==> src/core/ssp_consts.svh <==
// Register offsets, bit positions and reset values of the serial port.
`ifndef SSP_CONSTS_SVH
`define SSP_CONSTS_SVH
// =============================================================
// Register byte offsets
`define SSP_OFS_INTCTL   8'h00
`define SSP_OFS_PERIPH_IRQ_ENABLE_ONE     8'h04
`define SSP_OFS_PERIPH_IRQ_FLAGS_ONE     8'h08
`define SSP_OFS_RXCS     8'h0c
`define SSP_OFS_TXHOLD   8'h10
`define SSP_OFS_TXCS     8'h14
`define SSP_OFS_BAUD     8'h18
`define SSP_OFS_RXTOP    8'h1c
// =============================================================
// Field positions
`define SSP_B_GIE        7
`define SSP_B_PERIPH_IRQ_ALLOW       6
`define SSP_B_RX_IRQ_ALLOW       5
`define SSP_B_TX_IRQ_ALLOW       4
`define SSP_B_RX_PENDING_FLAG       5
`define SSP_B_TX_FREE_FLAG       4
`define SSP_B_SERIAL_PORT_ON       7
`define SSP_B_RX9        6
`define SSP_B_SINGLE_RX_ON       5
`define SSP_B_CONTINUOUS_RX_ON       4
`define SSP_B_OVERRUN_FLAG       1
`define SSP_B_RX_NINTH_DATA       0
`define SSP_B_CLOCK_SOURCE_MASTER       7
`define SSP_B_TX9        6
`define SSP_B_TX_ALLOW       5
`define SSP_B_SYNC       4
`define SSP_B_TRMT       1
`define SSP_B_TX_NINTH_DATA       0
`define SSP_B_RCIDL      6
// =============================================================
// Reset values and counts
`define SSP_RST_BYTE     8'h00
`define SSP_BITS_8       4'h8
`define SSP_BITS_9       4'h9
`define SSP_FIFO_DEPTH   2'h2
`define SSP_RESP_OKAY    2'h0
`define SSP_RESP_SLVERR  2'h2
`endif

==> src/core/ssp_pkg.sv <==
// Types shared by the serial port design.
package ssp_pkg;
  typedef enum logic {
    TX_IDLE,
    TX_SHIFT
  } ssp_tx_state_type;
endpackage

==> src/core/ssp_slave.sv <==
// Synchronous slave serial port with an AXI4-Lite register slave.
// Contract
// - Transmitter runs only while transmit allow is set; set before loading.
// - Ninth-bit option gives 9-bit characters; ninth data bit written first.
// - Writing the low byte to the holding register starts a transmission.
// - Continuous receive stays set in slave receive; receiver never idles.
// - Single receive bit has no effect on slave reception.
// - Receiving works in sleep; completed word moves to receive data.
// - Completed receive with its enable and the peripheral enable set wakes the device; branches with global.
// - Receive pending flag set on complete character; interrupt when enabled.
// - Ninth receive bit read from status first, then low byte from buffer.
// - Overrun cleared by clearing continuous receive or port on; latter resets port.
// - Only synchronous slave mode keeps shifting during sleep.
// - Shift registers are clocked by the external clock, not an internal one.
// - In sleep the port accepts data and clock on the link pins.
// - A full word clocked in during sleep sets pending flag and wakes.
// - After wake, resume after sleep; with global enable enter vector 004h.
// - Data changes on the leading clock edge, sampled on trailing edge.
// - Device never drives the clock pin in slave mode.
// - Two-character receive buffer; third sets overrun, keeps data, blocks.
`include "ssp_consts.svh"

module ssp_slave #(
  parameter int DATA_W = 9
) (
  input  wire logic        aclk,          // System clock
  input  wire logic        aresetn,       // Synchronous reset, active low
  input  wire logic [7:0]  s_awaddr,      // Write address
  input  wire logic        s_awvalid,     // Write address valid
  output logic             s_awready,     // Write address ready
  input  wire logic [31:0] s_wdata,       // Write data
  input  wire logic [3:0]  s_wstrb,       // Write byte enables
  input  wire logic        s_wvalid,      // Write data valid
  output logic             s_wready,      // Write data ready
  output logic [1:0]       s_bresp,       // Write response
  output logic             s_bvalid,      // Write response valid
  input  wire logic        s_bready,      // Write response ready
  input  wire logic [7:0]  s_araddr,      // Read address
  input  wire logic        s_arvalid,     // Read address valid
  output logic             s_arready,     // Read address ready
  output logic [31:0]      s_rdata,       // Read data
  output logic [1:0]       s_rresp,       // Read response
  output logic             s_rvalid,      // Read data valid
  input  wire logic        s_rready,      // Read data ready
  input  wire logic        sleep_i,       // Device is asleep
  input  wire logic        link_clock_in, // Clock pin level
  output logic             link_clock_out,// Clock pin drive value
  output logic             link_clock_oen,// Clock pin enable, low drives
  input  wire logic        link_data_in,  // Data pin level
  output logic             link_data_out, // Data pin drive value
  output logic             link_data_oen, // Data pin enable, low drives
  output logic             wake_o,        // Wake request from peripheral
  output logic             irq_o          // Branch to the interrupt vector
);
  // =============================================================
  // Control registers
  logic [7:0] intctl_q;
  logic [7:0] periph_irq_enable_one_q;
  logic       serial_port_on_q, rx9_q, single_rx_on_q, continuous_rx_on_q;
  logic       clock_source_master_q, tx9_q, tx_allow_q, sync_q, tx_ninth_data_q;
  logic       overrun_flag_q;
  logic [DATA_W-1:0] hold_q;
  logic       hold_full_q;
  logic [DATA_W-1:0] tsr_q;
  logic [3:0] tx_cnt_q;
  logic       tx_first_q;
  ssp_pkg::ssp_tx_state_type tx_st_q;
  logic [DATA_W-1:0] rsr_q;
  logic [3:0] rx_cnt_q;
  logic [DATA_W-1:0] fifo_q [2];
  logic [1:0] fcnt_q;
  logic       ck_s1_q, ck_s2_q, ck_s3_q;
  logic       dt_s1_q, dt_s2_q;
  logic       dout_q;

  // =============================================================
  // Bus slave state
  logic        aw_have_q, w_have_q;
  logic [7:0]  aw_addr_q;
  logic [31:0] w_data_q;
  logic        w_lane0_q;
  logic        bvalid_q, rvalid_q;
  logic [1:0]  bresp_q, rresp_q;
  logic [31:0] rdata_q;

  function automatic logic mapped(input logic [7:0] a);
    mapped = (a[1:0] == 2'h0) && (a <= `SSP_OFS_RXTOP);
  endfunction

  function automatic logic [3:0] char_bits(input logic nine);
    char_bits = nine ? `SSP_BITS_9 : `SSP_BITS_8;
  endfunction

  // =============================================================
  // Mode decode
  logic slave_on, rx_mode, tx_mode, ck_rise, ck_fall;
  logic wr_do, rd_do, rd_pop, txh_wr, rx_done, tx_load;
  logic [7:0] periph_irq_flags_one_v, rxcs_v, txcs_v, baud_v, rd_v;

  assign slave_on = serial_port_on_q & sync_q & ~clock_source_master_q;
  // Single receive bit is a don't-care here
  assign rx_mode  = slave_on & continuous_rx_on_q;
  assign tx_mode  = slave_on & ~continuous_rx_on_q & ~single_rx_on_q & tx_allow_q;
  // Edges of the sampled link clock; only slave mode shifts, asleep or not
  assign ck_rise  = ck_s2_q & ~ck_s3_q;
  assign ck_fall  = ~ck_s2_q & ck_s3_q;

  // =============================================================
  // Pin synchronisers
  always_ff @(posedge aclk) begin
    if (!aresetn) begin
      ck_s1_q <= 1'b0;
      ck_s2_q <= 1'b0;
      ck_s3_q <= 1'b0;
      dt_s1_q <= 1'b0;
      dt_s2_q <= 1'b0;
    end else begin
      ck_s1_q <= link_clock_in;
      ck_s2_q <= ck_s1_q;
      ck_s3_q <= ck_s2_q;
      dt_s1_q <= link_data_in;
      dt_s2_q <= dt_s1_q;
    end
  end

  // Clock pin is input only; data pin driven only when transmitting
  assign link_clock_out = 1'b0;
  assign link_clock_oen = 1'b1;
  assign link_data_out  = dout_q;
  assign link_data_oen  = ~(tx_mode && tx_st_q == ssp_pkg::TX_SHIFT);

  // =============================================================
  // Bus handshakes
  assign s_awready = ~aw_have_q & ~bvalid_q;
  assign s_wready  = ~w_have_q & ~bvalid_q;
  assign s_arready = ~rvalid_q;
  assign s_bvalid  = bvalid_q;
  assign s_bresp   = bresp_q;
  assign s_rvalid  = rvalid_q;
  assign s_rresp   = rresp_q;
  assign s_rdata   = rdata_q;
  assign wr_do     = aw_have_q & w_have_q & ~bvalid_q;
  assign rd_do     = s_arvalid & s_arready;
  assign rd_pop    = rd_do && s_araddr == `SSP_OFS_RXTOP && fcnt_q != 2'h0;
  assign txh_wr    = wr_do && w_lane0_q && aw_addr_q == `SSP_OFS_TXHOLD;

  always_ff @(posedge aclk) begin
    if (!aresetn) begin
      aw_have_q <= 1'b0;
      w_have_q  <= 1'b0;
      aw_addr_q <= 8'h00;
      w_data_q  <= 32'h0000_0000;
      w_lane0_q <= 1'b0;
      bvalid_q  <= 1'b0;
      bresp_q   <= `SSP_RESP_OKAY;
    end else begin
      if (s_awvalid && s_awready) begin
        aw_have_q <= 1'b1;
        aw_addr_q <= s_awaddr;
      end
      if (s_wvalid && s_wready) begin
        w_have_q  <= 1'b1;
        w_data_q  <= s_wdata;
        w_lane0_q <= s_wstrb[0];
      end
      if (wr_do) begin
        aw_have_q <= 1'b0;
        w_have_q  <= 1'b0;
        bvalid_q  <= 1'b1;
        bresp_q   <= mapped(aw_addr_q) ? `SSP_RESP_OKAY : `SSP_RESP_SLVERR;
      end else if (bvalid_q && s_bready) begin
        bvalid_q <= 1'b0;
      end
    end
  end

  // =============================================================
  // Read data
  assign periph_irq_flags_one_v = {2'b00, fcnt_q != 2'h0, ~hold_full_q, 4'h0};
  assign rxcs_v = {serial_port_on_q, rx9_q, single_rx_on_q, continuous_rx_on_q, 2'b00, overrun_flag_q,
                   fifo_q[0][DATA_W-1]};
  assign txcs_v = {clock_source_master_q, tx9_q, tx_allow_q, sync_q, 2'b00,
                   tx_st_q == ssp_pkg::TX_IDLE, tx_ninth_data_q};
  assign baud_v = {1'b0, ~rx_mode, 6'h00};

  always_comb begin
    case (s_araddr)
      `SSP_OFS_INTCTL: rd_v = intctl_q;
      `SSP_OFS_PERIPH_IRQ_ENABLE_ONE:   rd_v = periph_irq_enable_one_q;
      `SSP_OFS_PERIPH_IRQ_FLAGS_ONE:   rd_v = periph_irq_flags_one_v;
      `SSP_OFS_RXCS:   rd_v = rxcs_v;
      `SSP_OFS_TXHOLD: rd_v = hold_q[7:0];
      `SSP_OFS_TXCS:   rd_v = txcs_v;
      `SSP_OFS_BAUD:   rd_v = baud_v;
      `SSP_OFS_RXTOP:  rd_v = fifo_q[0][7:0];
      default:         rd_v = 8'h00;
    endcase
  end

  always_ff @(posedge aclk) begin
    if (!aresetn) begin
      rvalid_q <= 1'b0;
      rresp_q  <= `SSP_RESP_OKAY;
      rdata_q  <= 32'h0000_0000;
    end else if (rd_do) begin
      rvalid_q <= 1'b1;
      rresp_q  <= mapped(s_araddr) ? `SSP_RESP_OKAY : `SSP_RESP_SLVERR;
      rdata_q  <= {24'h00_0000, rd_v};
    end else if (rvalid_q && s_rready) begin
      rvalid_q <= 1'b0;
    end
  end

  // =============================================================
  // Software registers
  always_ff @(posedge aclk) begin
    if (!aresetn) begin
      intctl_q <= `SSP_RST_BYTE;
      periph_irq_enable_one_q   <= `SSP_RST_BYTE;
      {serial_port_on_q, rx9_q, single_rx_on_q, continuous_rx_on_q} <= 4'h0;
      {clock_source_master_q, tx9_q, tx_allow_q, sync_q, tx_ninth_data_q} <= 5'h00;
    end else if (wr_do && w_lane0_q) begin
      case (aw_addr_q)
        `SSP_OFS_INTCTL: intctl_q <= {w_data_q[7:6], 6'h00};
        `SSP_OFS_PERIPH_IRQ_ENABLE_ONE:   periph_irq_enable_one_q   <= {2'b00, w_data_q[5:4], 4'h0};
        `SSP_OFS_RXCS: begin
          serial_port_on_q <= w_data_q[`SSP_B_SERIAL_PORT_ON];
          rx9_q  <= w_data_q[`SSP_B_RX9];
          single_rx_on_q <= w_data_q[`SSP_B_SINGLE_RX_ON];
          continuous_rx_on_q <= w_data_q[`SSP_B_CONTINUOUS_RX_ON];
        end
        `SSP_OFS_TXCS: begin
          clock_source_master_q <= w_data_q[`SSP_B_CLOCK_SOURCE_MASTER];
          tx9_q  <= w_data_q[`SSP_B_TX9];
          tx_allow_q <= w_data_q[`SSP_B_TX_ALLOW];
          sync_q <= w_data_q[`SSP_B_SYNC];
          tx_ninth_data_q <= w_data_q[`SSP_B_TX_NINTH_DATA];
        end
        default: begin
        end
      endcase
    end
  end

  // =============================================================
  // Transmit holding register
  assign tx_load = hold_full_q && tx_st_q == ssp_pkg::TX_IDLE && tx_mode;

  always_ff @(posedge aclk) begin
    if (!aresetn || !serial_port_on_q) begin
      hold_q      <= '0;
      hold_full_q <= 1'b0;
    end else if (txh_wr && tx_allow_q && !hold_full_q) begin
      // Ninth bit comes from the status register written beforehand
      hold_q      <= {tx_ninth_data_q, w_data_q[7:0]};
      hold_full_q <= 1'b1;
    end else if (tx_load) begin
      hold_full_q <= 1'b0;
    end
  end

  // =============================================================
  // Transmit shifter: next bit on leading edge, counted on trailing edge
  always_ff @(posedge aclk) begin
    if (!aresetn || !serial_port_on_q) begin
      tx_st_q    <= ssp_pkg::TX_IDLE;
      tsr_q      <= '0;
      tx_cnt_q   <= 4'h0;
      tx_first_q <= 1'b0;
      dout_q     <= 1'b0;
    end else begin
      case (tx_st_q)
        ssp_pkg::TX_IDLE: begin
          if (tx_load) begin
            tsr_q      <= hold_q;
            dout_q     <= hold_q[0];
            tx_cnt_q   <= 4'h0;
            tx_first_q <= 1'b1;
            tx_st_q    <= ssp_pkg::TX_SHIFT;
          end
        end
        ssp_pkg::TX_SHIFT: begin
          if (!tx_mode) begin
            tx_st_q <= ssp_pkg::TX_IDLE;
          end else if (ck_rise) begin
            tx_first_q <= 1'b0;
            if (!tx_first_q) begin
              tsr_q  <= tsr_q >> 1;
              dout_q <= tsr_q[1];
            end
          end else if (ck_fall) begin
            // One clock per data bit
            if (tx_cnt_q + 4'h1 == char_bits(tx9_q)) begin
              tx_st_q <= ssp_pkg::TX_IDLE;
            end
            tx_cnt_q <= tx_cnt_q + 4'h1;
          end
        end
        default: tx_st_q <= ssp_pkg::TX_IDLE;
      endcase
    end
  end

  // =============================================================
  // Receive shifter, sampled on the trailing edge
  assign rx_done = rx_mode && !overrun_flag_q && ck_fall &&
                   rx_cnt_q + 4'h1 == char_bits(rx9_q);

  always_ff @(posedge aclk) begin
    if (!aresetn || !rx_mode) begin
      rsr_q    <= '0;
      rx_cnt_q <= 4'h0;
    end else if (ck_fall && !overrun_flag_q) begin
      rsr_q    <= {dt_s2_q, rsr_q[DATA_W-1:1]};
      rx_cnt_q <= rx_done ? 4'h0 : rx_cnt_q + 4'h1;
    end
  end

  // Align an 8-bit character so bit 0 lands at the bottom
  logic [DATA_W-1:0] rx_word;
  assign rx_word = rx9_q ? {dt_s2_q, rsr_q[DATA_W-1:1]}
                         : {1'b0, dt_s2_q, rsr_q[DATA_W-1:2]};

  // =============================================================
  // Two-entry receive buffer and overrun
  always_ff @(posedge aclk) begin
    if (!aresetn || !serial_port_on_q) begin
      fifo_q[0] <= '0;
      fifo_q[1] <= '0;
      fcnt_q    <= 2'h0;
    end else begin
      if (rd_pop) begin
        fifo_q[0] <= fifo_q[1];
      end
      // A pop in the same cycle frees the slot that a full buffer lacks
      if (rx_done && (fcnt_q != `SSP_FIFO_DEPTH || rd_pop)) begin
        if (rd_pop ? fcnt_q == 2'h1 : fcnt_q == 2'h0) begin
          fifo_q[0] <= rx_word;
        end else begin
          fifo_q[1] <= rx_word;
        end
        if (!rd_pop) begin
          fcnt_q <= fcnt_q + 2'h1;
        end
      end else if (rd_pop) begin
        fcnt_q <= fcnt_q - 2'h1;
      end
    end
  end

  // A word that completes in the cycle the buffer is read still fits
  always_ff @(posedge aclk) begin
    if (!aresetn || !rx_mode) begin
      overrun_flag_q <= 1'b0;
    end else if (rx_done && fcnt_q == `SSP_FIFO_DEPTH && !rd_pop) begin
      overrun_flag_q <= 1'b1;
    end
  end

  // =============================================================
  // Wake and interrupt
  // Pending flag follows buffer contents, so it wakes from sleep as well
  assign wake_o = intctl_q[`SSP_B_PERIPH_IRQ_ALLOW] &
                  ((periph_irq_enable_one_q[`SSP_B_RX_IRQ_ALLOW] & (fcnt_q != 2'h0)) |
                   (periph_irq_enable_one_q[`SSP_B_TX_IRQ_ALLOW] & ~hold_full_q));
  // Without global enable execution simply resumes after sleep
  assign irq_o  = wake_o & intctl_q[`SSP_B_GIE];

endmodule // ssp_slave

==> config.mk <==
export PLATFORM = sky130hd
export DESIGN_NAME = ssp_slave
export DESIGN_NICKNAME = d
export VERILOG_FILES = /design/src/core/ssp_pkg.sv /design/src/core/ssp_slave.sv
export VERILOG_INCLUDE_DIRS = /design/src /design/src/core
export SDC_FILE = /design/constraint.sdc
export NUM_CORES = 1
export LEC_CHECK = 0
export BUFFER_PORTS_ARGS = -buffer_cell sky130_fd_sc_hd__clkbuf_2
export CAP_MARGIN = 15
export CORE_UTILIZATION = 54
export CTS_CLUSTER_SIZE = 24
export DETAILED_ROUTE_END_ITERATION = 10
export PLACE_DENSITY = 0.79
export REMOVE_ABC_BUFFERS = 1
export SYNTH_ARGS = -nofsm -noshare
export SYNTH_HDL_FRONTEND = slang
export SYNTH_SLANG_ARGS = --single-unit
==> constraint.sdc <==
create_clock -name aclk -period 5.7 [get_ports aclk]
set_input_delay 0.57 -clock aclk [delete_from_list [all_inputs] [get_ports aclk]]
set_output_delay 0.57 -clock aclk [all_outputs]
set_load 0.01 [all_outputs]
Word-level counts from Yosys, hierarchy flattened
Memories as Yosys holds them, arrays and structs flattened.
Index checks and enable logic that the tools add are counted.
{"block": "totals", "latch_bits": 0, "register_bits": 93, "romBits": 0, "ramBits": 18, "wordCells": 210, "mem_count": 1}
{"block": "op_classes", "add_sub_neg": 4, "n_mux": 58, "n_eq_ne": 23, "shift": 0, "reduce_logical": 50, "n_bitwise": 35, "order_cmp": 2, "div": 0, "mul": 0}
{"memory": "fifo_q", "depth": 2, "word_bits": 9, "rd": 2, "rd_ports_with_merged_regs": 0, "wr": 2, "line": "ssp_slave.sv:70", "rtl": "logic [DATA_W-1:0] fifo_q [2];"}
{"op": "$mux W9", "count": 8}
{"op": "$pmux W8 S8", "count": 1}
{"op": "$eq A8 B5 Y1 const B", "count": 6}
{"op": "$mux W1", "count": 34}
{"op": "$eq A8 B4 Y1 const B", "count": 3}
{"op": "$logic_and A1 B1 Y1", "count": 22}
{"op": "$mux W4", "count": 5}
{"op": "$pmux W9 S2", "count": 1}
{"op": "$and A1 B1 Y1", "count": 17}
{"op": "$eq A8 B3 Y1 const B", "count": 2}
{"op": "$le A8 B5 Y1 const B", "count": 2}
{"op": "$logic_not A8 Y1", "count": 2}
{"op": "$not A1 Y1", "count": 14}
{"op": "$mux W2", "count": 5}
{"op": "$ne A2 B2 Y1 const B", "count": 5}
{"op": "$reduce_and A2 Y1", "count": 5}
{"op": "$reduce_bool A2 Y1", "count": 5}
{"op": "$add A4 B1 Y4 const B", "count": 2}
{"op": "$eq A4 B4 Y1", "count": 2}
{"op": "$pmux W4 S2", "count": 1}
{"op": "$reduce_and A4 Y1", "count": 2}
{"op": "$logic_not A1 Y1", "count": 6}
{"op": "$logic_not A2 Y1", "count": 3}
{"op": "$ne A2 B1 Y1 const B", "count": 3}
{"op": "other kinds (9)", "count": 16}

Depth between registers and ports, before layout
Gate-level depths: netlist of run 1.
{"block": "logic_depth", "word_depth": 11, "mapped_depth": 9, "ltp_nobuf": 7}

Worst setup path before layout of run 1
No wires, ideal clock.
{"block": "synth_timing", "path_type": "register -> register", "startpoint": "register rx_cnt_q[0]", "endpoint": "memory fifo_q[0][0] (enable)", "stages_incl_launch_ff": 7, "slack_ns": 2.954, "setup_time_ns": 0.334, "synth_period_minus_slack_ns": 2.746, "arrival_time_ns": 2.412, "path_cell_list": "dfxtp_1 > ha_1 > or4b_1 > or4_1 > buf_2 > a2111oi_4 > or3_1"}
{"item": "from (decl)", "line": "ssp_slave.sv:69", "rtl": "logic [3:0] rx_cnt_q;"}
{"item": "from (signal assigned)", "line": "ssp_slave.sv:315", "rtl": "rx_cnt_q <= rx_done ? 4'h0 : rx_cnt_q + 4'h1;"}
{"item": "to (decl)", "line": "ssp_slave.sv:70"}

==> qor.yml, run 1 <==
critical_path:
  end_kind: "register"
  startpoint: "rx_cnt_q[0]"
  r2r_end: "fifo_q[0][8]"
  cp.arrival_ps: 3050
  cp_slowest_stage_delay_ps: 570
  critical_path.top_delay_family: "simple AND/OR/NAND/NOR gates"
  crit_cells: 5
  crit_type: "reg2reg"
  reg2reg_setup_slack_ps: 2680
  cp_cell_sequence: "ha_1, or4b_1, or4_1, a2111oi_4, or3_1"
  start_kind: "register"
  rr_startpoint: "rx_cnt_q[0]"
  reg2reg_depth: 5
  crit_required_ps: 5730
  cpMaxStageDelayCell: "a2111oi_4"
  path_buf_inv: 0
  path_max_fanout: 9
grt:
  grt_overflow: 0
  antenna_found_initial: 0
  first_global_vias: 3651
  grt_usage_pct: 22.2
  grt_pass1_wl_microns: 17500
  grt_max_degree: 52
clock_tree:
  clockRootBuffer: "clkbuf_8"
  cts_hold_buf: 0
  cts-resized-gates: 0
  cts_tree: "yes"
  cts.path.max_buffers: 2
  cts_buffers: 9
  clkLatencyLatePin_ps: 360
  cts.clk_slew.worst_paths_ps: 100
  cts_sinks: 107
  cts_setup_buffers: 0
  htreeDepth: 3
route:
  vias: 4059
  routed_wl_microns: 10400
  drc_errors: 0
  route.antenna.remaining_nets: 0
  wire_per_inst_microns: 14.3
  drtIter0Drc: 228
  via_per_inst: 5.60
  dr.pass1.iters: 5
die:
  core_sq_um: 9200
  boundaryPins: 109
  die_h_microns: 99.2
  rows: 35
  die_w_microns: 99.2
  start_util_pct: 55.4
  die_area_sq_um: 9830
synthesis:
  synth_top_area_share_pct: 34.9
  yosysWarnings: 0
  ys_seq_area_share_pct: 45.5
  synth_common_cells: "dfxtp_1, nand2_1, nor2_1"
  synth_area_leaders: "dfxtp_1, edfxtp_1, nand2_1"
  yosysMostFrequentCell: "dfxtp_1"
  async_flop_share_pct: 0
  synth_edf_count: 18
  syn_inst: 571
  synth_flop_cell: "dfxtp_1"
  yosysTopAreaCell: "dfxtp_1"
  synth.distinct_cells: 61
  syn_area_sq_um: 5100
  syn_area_per_cell_sq_um: 8.93
  ys_ff_latch: 107
finish:
  areaGrowthSynthToFinish_pct: 8.02
  n_antenna_cell: 0
  finalInstanceArea_sq_um: 5510
  drive_gt1_share_pct: 13.5
  layout.nets: 676
placement:
  place_congestion: 0.900
  dp_hpwl_microns: 7650
  portBuffers: 52
  dpl_cell_area_sq_um: 5300
timing:
  finClkSkew_ps: 7.95
  finalCritPeriodShare_pct: 53.0
  fmax_mhz: 331
  fin_crit_ps: 3020
  drv_slew: 0
  relSlewSlack_pct: 29.7
  setup-tns-final_ps: 0
  setup_viol: 0
  rsz0062_at_grt: "false"
  hold_viol_final: 0
  tightest_slew_ps: 1050
power:
  swShare_pct: 24.0
  p_int_mw: 1.01
  p_sw_mw: 0.319
  p_seq_share_pct: 59.5
  power_density_nw_per_um2: 241
  p_leak_nw: 2.01
  combPwrFrac_pct: 5.9
  peakVddDrop_mv: 0.148
  clkPwrFrac_pct: 34.6
hold_path:
  hold_class: "in2reg"
  hold_end: "ck_s1_q"
  min_path_cells: 2
  min_from: "link_clock_in"
run:
  maxCapViolCount: 0
run_status:
  outcome: "completed"
-- state kept, by name, indices dropped and copies added, names as in the netlist, 2 cells and up --
register	flops
w_data_q	8
rx_cnt_q	4
intctl_q	2
tx_cnt_q	4
rsr_q	8
aw_addr_q	8
fcnt_q	2
periph_irq_enable_one_q	2
tsr_q	9
fifo_q	18
hold_q	9
s_rdata	8
-- cells in the final DEF, fill, tap and decap left out, types with 17 or more instances in the layout --
cell | Yosys | routed
a21boi_0 | 22 | 22
a21oi_1 | 22 | 22
conb_1 | 2 | 28
edfxtp_1 | 18 | 18
nor2b_1 | 17 | 17
nand2_1 | 88 | 88
dfxtp_1 | 89 | 89
mux2i_1 | 27 | 27
nand3_1 | 23 | 23
clkbuf_2 | 0 | 52
nor2_1 | 49 | 49
-- power groups by stage --
stage	registers [mW]	logic [mW]	clock network [mW]
floorplan	0.804	0.0459	0
global placement	0.807	0.0764	0
detailed placement	0.807	0.0788	0
CTS	0.790	0.0791	0.473
global route	0.793	0.0900	0.505
finish	0.790	0.0789	0.460
-- worst max path at each step --
| stage | slack [ps] | to |
|---|---|---|
| finish | 2680 | fifo_q[0][8] |
| global route | 2440 | fifo_q[0][7] |
| CTS | 2680 | fifo_q[0][7] |
| detailed placement | 2570 | fifo_q[0][2] |
| global placement | 2640 | fifo_q[0][1] |
| floorplan | 2960 | fifo_q[0][0] |
-- logic make-up after synthesis --
logic type,count (synthesis),share of synthesized area (%)
flip-flops,107,45.5
buffers and inverters,62,6.75
XOR/XNOR,8,1.37
AND/OR/NAND/NOR,245,23.5
multiplexers,29,5.74
other,2,0.147
adder cells (fa/ha/maj),5,1.23
AO/OA/AOI/OAI,113,15.8
-- final cells by class --
cell class | instances | area, sq um
sequential | 107 | 2320
clock buffer | 11 | 163
tap | 111 | 139
fill | 782 | 3690
multi-input combinational | 428 | 2530
timing repair buffer | 55 | 283
inverter | 8 | 30.0
clock inverter | 5 | 41.3
-- per-layer routing --
metal	share of wire [%]	GRT usage, %	vias to the layer above
li1	-	-	2041
met1	47	30.2	1901
met3	3.8	3.94	13
met4	1.6	6.00	0
met5	0	0	-
met2	48	36.6	104
-- metrics by stage --
stage	utilization [%]	hold WS [ps]	setup slack [ps]	instances	total power, mW
final	59.9	409	2680	725	1.33
after global placement	57.7	418	2640	709	0.883
after detailed placement	57.7	419	2570	709	0.886
after floorplan	-	412	2960	543	0.850
after CTS	59.9	398	2680	725	1.34
after global routing	59.9	395	2440	725	1.39
Power figures use the tool's default switching activity.
==> inputs of run 2 (changes only) <==
--- a/config.mk
+++ b/config.mk
@@ -8,10 +8,10 @@
 export LEC_CHECK = 0
 export BUFFER_PORTS_ARGS = -buffer_cell sky130_fd_sc_hd__clkbuf_2
 export CAP_MARGIN = 15
-export CORE_UTILIZATION = 54
+export CORE_UTILIZATION = 49
 export CTS_CLUSTER_SIZE = 24
 export DETAILED_ROUTE_END_ITERATION = 10
-export PLACE_DENSITY = 0.79
+export PLACE_DENSITY = 0.76
 export REMOVE_ABC_BUFFERS = 1
 export SYNTH_ARGS = -nofsm -noshare
 export SYNTH_HDL_FRONTEND = slang
==> constraint.sdc (replaced) <==
create_clock -name aclk -period 2.5 [get_ports aclk]
set_input_delay 0.25 -clock aclk [delete_from_list [all_inputs] [get_ports aclk]]
set_output_delay 0.25 -clock aclk [all_outputs]
set_load 0.01 [all_outputs]
==> run 2 against run 1 <==
Against the previous run: cell area up 4.4%; routed wire length up 7.5%; core utilization down 1.9 points; first-iteration DRC count up 11%; register-to-register slack worse by 2600 ps; non-clock buffer count up 20; largest power group unchanged; die area up 10%; highest routed layer unchanged; total power up 130%; critical endpoint is now fifo_q[0][5]; sequential power up 130%; cell count up 5.8%.
==> qor.yml, run 2 (same netlist as run 1, synthesis figures left out) <==
finish:
  regArea_sq_um: 2320
  multiInputGateArea_sq_um: 2580
  largestRegisters: "fifo_q: 18 flops, hold_q: 9 flops, tsr_q: 9 flops"
  stdcell_count: 767
  finalInstanceArea_sq_um: 5750
  layout_common_cells: "nand2_1, dfxtp_1, clkbuf_2, nor2_1, conb_1"
  areaGrowthSynthToFinish_pct: 12.8
  finalCoreUtilization_pct: 58.0
  fill_cells: 855
  largest_register: "fifo_q"
  layout.nets: 696
  largest_reg_flops: 18
  mostFrequentLayoutCell: "nand2_1"
  drive_gt1_share_pct: 17.8
  n_antenna_cell: 0
route:
  wire_per_inst_microns: 14.5
  route.antenna.remaining_nets: 0
  routed_wl_microns: 11100
  via_per_inst: 5.44
  dr.pass1.iters: 7
  vias: 4175
  drc_errors: 0
  drtIter0Drc: 254
critical_path:
  reg2reg_setup_slack_ps: 110
  start_kind: "register"
  end_kind: "register"
  crit_required_ps: 2700
  path_max_fanout: 8
  crit_type: "reg2reg"
  cp.arrival_ps: 2580
power:
  totalPowerFinal_mw: 3.05
  power_density_nw_per_um2: 531
  peakVddDrop_mv: 0.327
  p_leak_nw: 2.12
hold_path:
  hold_class: "in2reg"
clock_tree:
  cts.path.max_buffers: 2
  htreeDepth: 3
  cts_tree: "yes"
  cts_buffers: 9
  cts_sinks: 107
  cts.clk_slew.worst_paths_ps: 100
  clkLatencyLatePin_ps: 380
  clockRootBuffer: "clkbuf_8"
grt:
  first_global_vias: 3908
  antenna_found_initial: 0
  grt_max_degree: 36
  grt_pass1_wl_microns: 18500
  grt_usage_pct: 21.0
  grt_overflow: 0
timing:
  fin_ws_ps: 115
  setup_viol: 0
  drv_slew: 0
  fmax_mhz: 419
  hold_viol_final: 0
  finalCritPeriodShare_pct: 95.4
  finClkSkew_ps: 14.6
  relSlewSlack_pct: 53.1
  fin_crit_ps: 2390
  setup-tns-final_ps: 0
  tightest_slew_ps: 698
  holdWs_ps: 72.1
placement:
  dp_slack_ps: -87.9
  portBuffers: 52
  dpl_cell_area_sq_um: 5490
  placed_cells: 751
  place_congestion: 0.908
  dp_hpwl_microns: 8180
die:
  rows: 36
  die_h_microns: 104
  boundaryPins: 109
  core_sq_um: 9910
  die_area_sq_um: 10800
  start_util_pct: 51.5
  die_w_microns: 104
run_status:
  outcome: "completed"
run:
  maxCapViolCount: 0
[run 2: layout make-up]
| class | instances | area share (%) |
|---|---|---|
| clock buffer | 10 | 2.59 |
| tap | 133 | 2.89 |
| multi-input combinational | 428 | 44.9 |
| sequential | 107 | 40.4 |
| inverter | 8 | 0.522 |
| timing repair buffer | 75 | 7.75 |
| clock inverter | 6 | 0.936 |
[run 2: worst max-delay path, stage by stage (launching register included)]
cell       delay [ps]
dfxtp_2           380
ha_4              200
or4b_1            450
or4_4             470
a2111oi_4         230
buf_4             210
nor2_1             40
a211oi_1          220
[run 2: layer usage]
layer	wire length [microns]	part of all wire (%)	global-route usage (%)
met1	5100	46	27.5
met2	5120	46	34.0
met3	587	5.3	3.26
met4	331	3.0	9.49
met5	0	0	0
[run 2: timing repair]
action                                  in CTS  in global routing
buffers inserted                             0                  0
gates resized for setup                      3                  8
endpoints found under the setup margin      26                 27
pin swaps                                    0                  2
endpoints found under the hold margin        0                  0
hold buffers                                 0                  0
[run 2: power by group]
part / internal, mW / total [mW] / switching (mW) / leakage, nW
sequential: 1.77 / 1.80 / 0.0279 / 0.945
combinational: 0.0695 / 0.186 / 0.116 / 1.07
clock: 0.443 / 1.07 / 0.624 / 0.106
[run 2: worst paths after layout]
path	start	endpoint	cells past startpoint
max	rx_cnt_q[1]	fifo_q[0][5]	7
min	link_data_in	dt_s1_q	2
max reg2reg	rx_cnt_q[1]	fifo_q[0][5]	7
min reg2reg	ck_s1_q	ck_s2_q	1
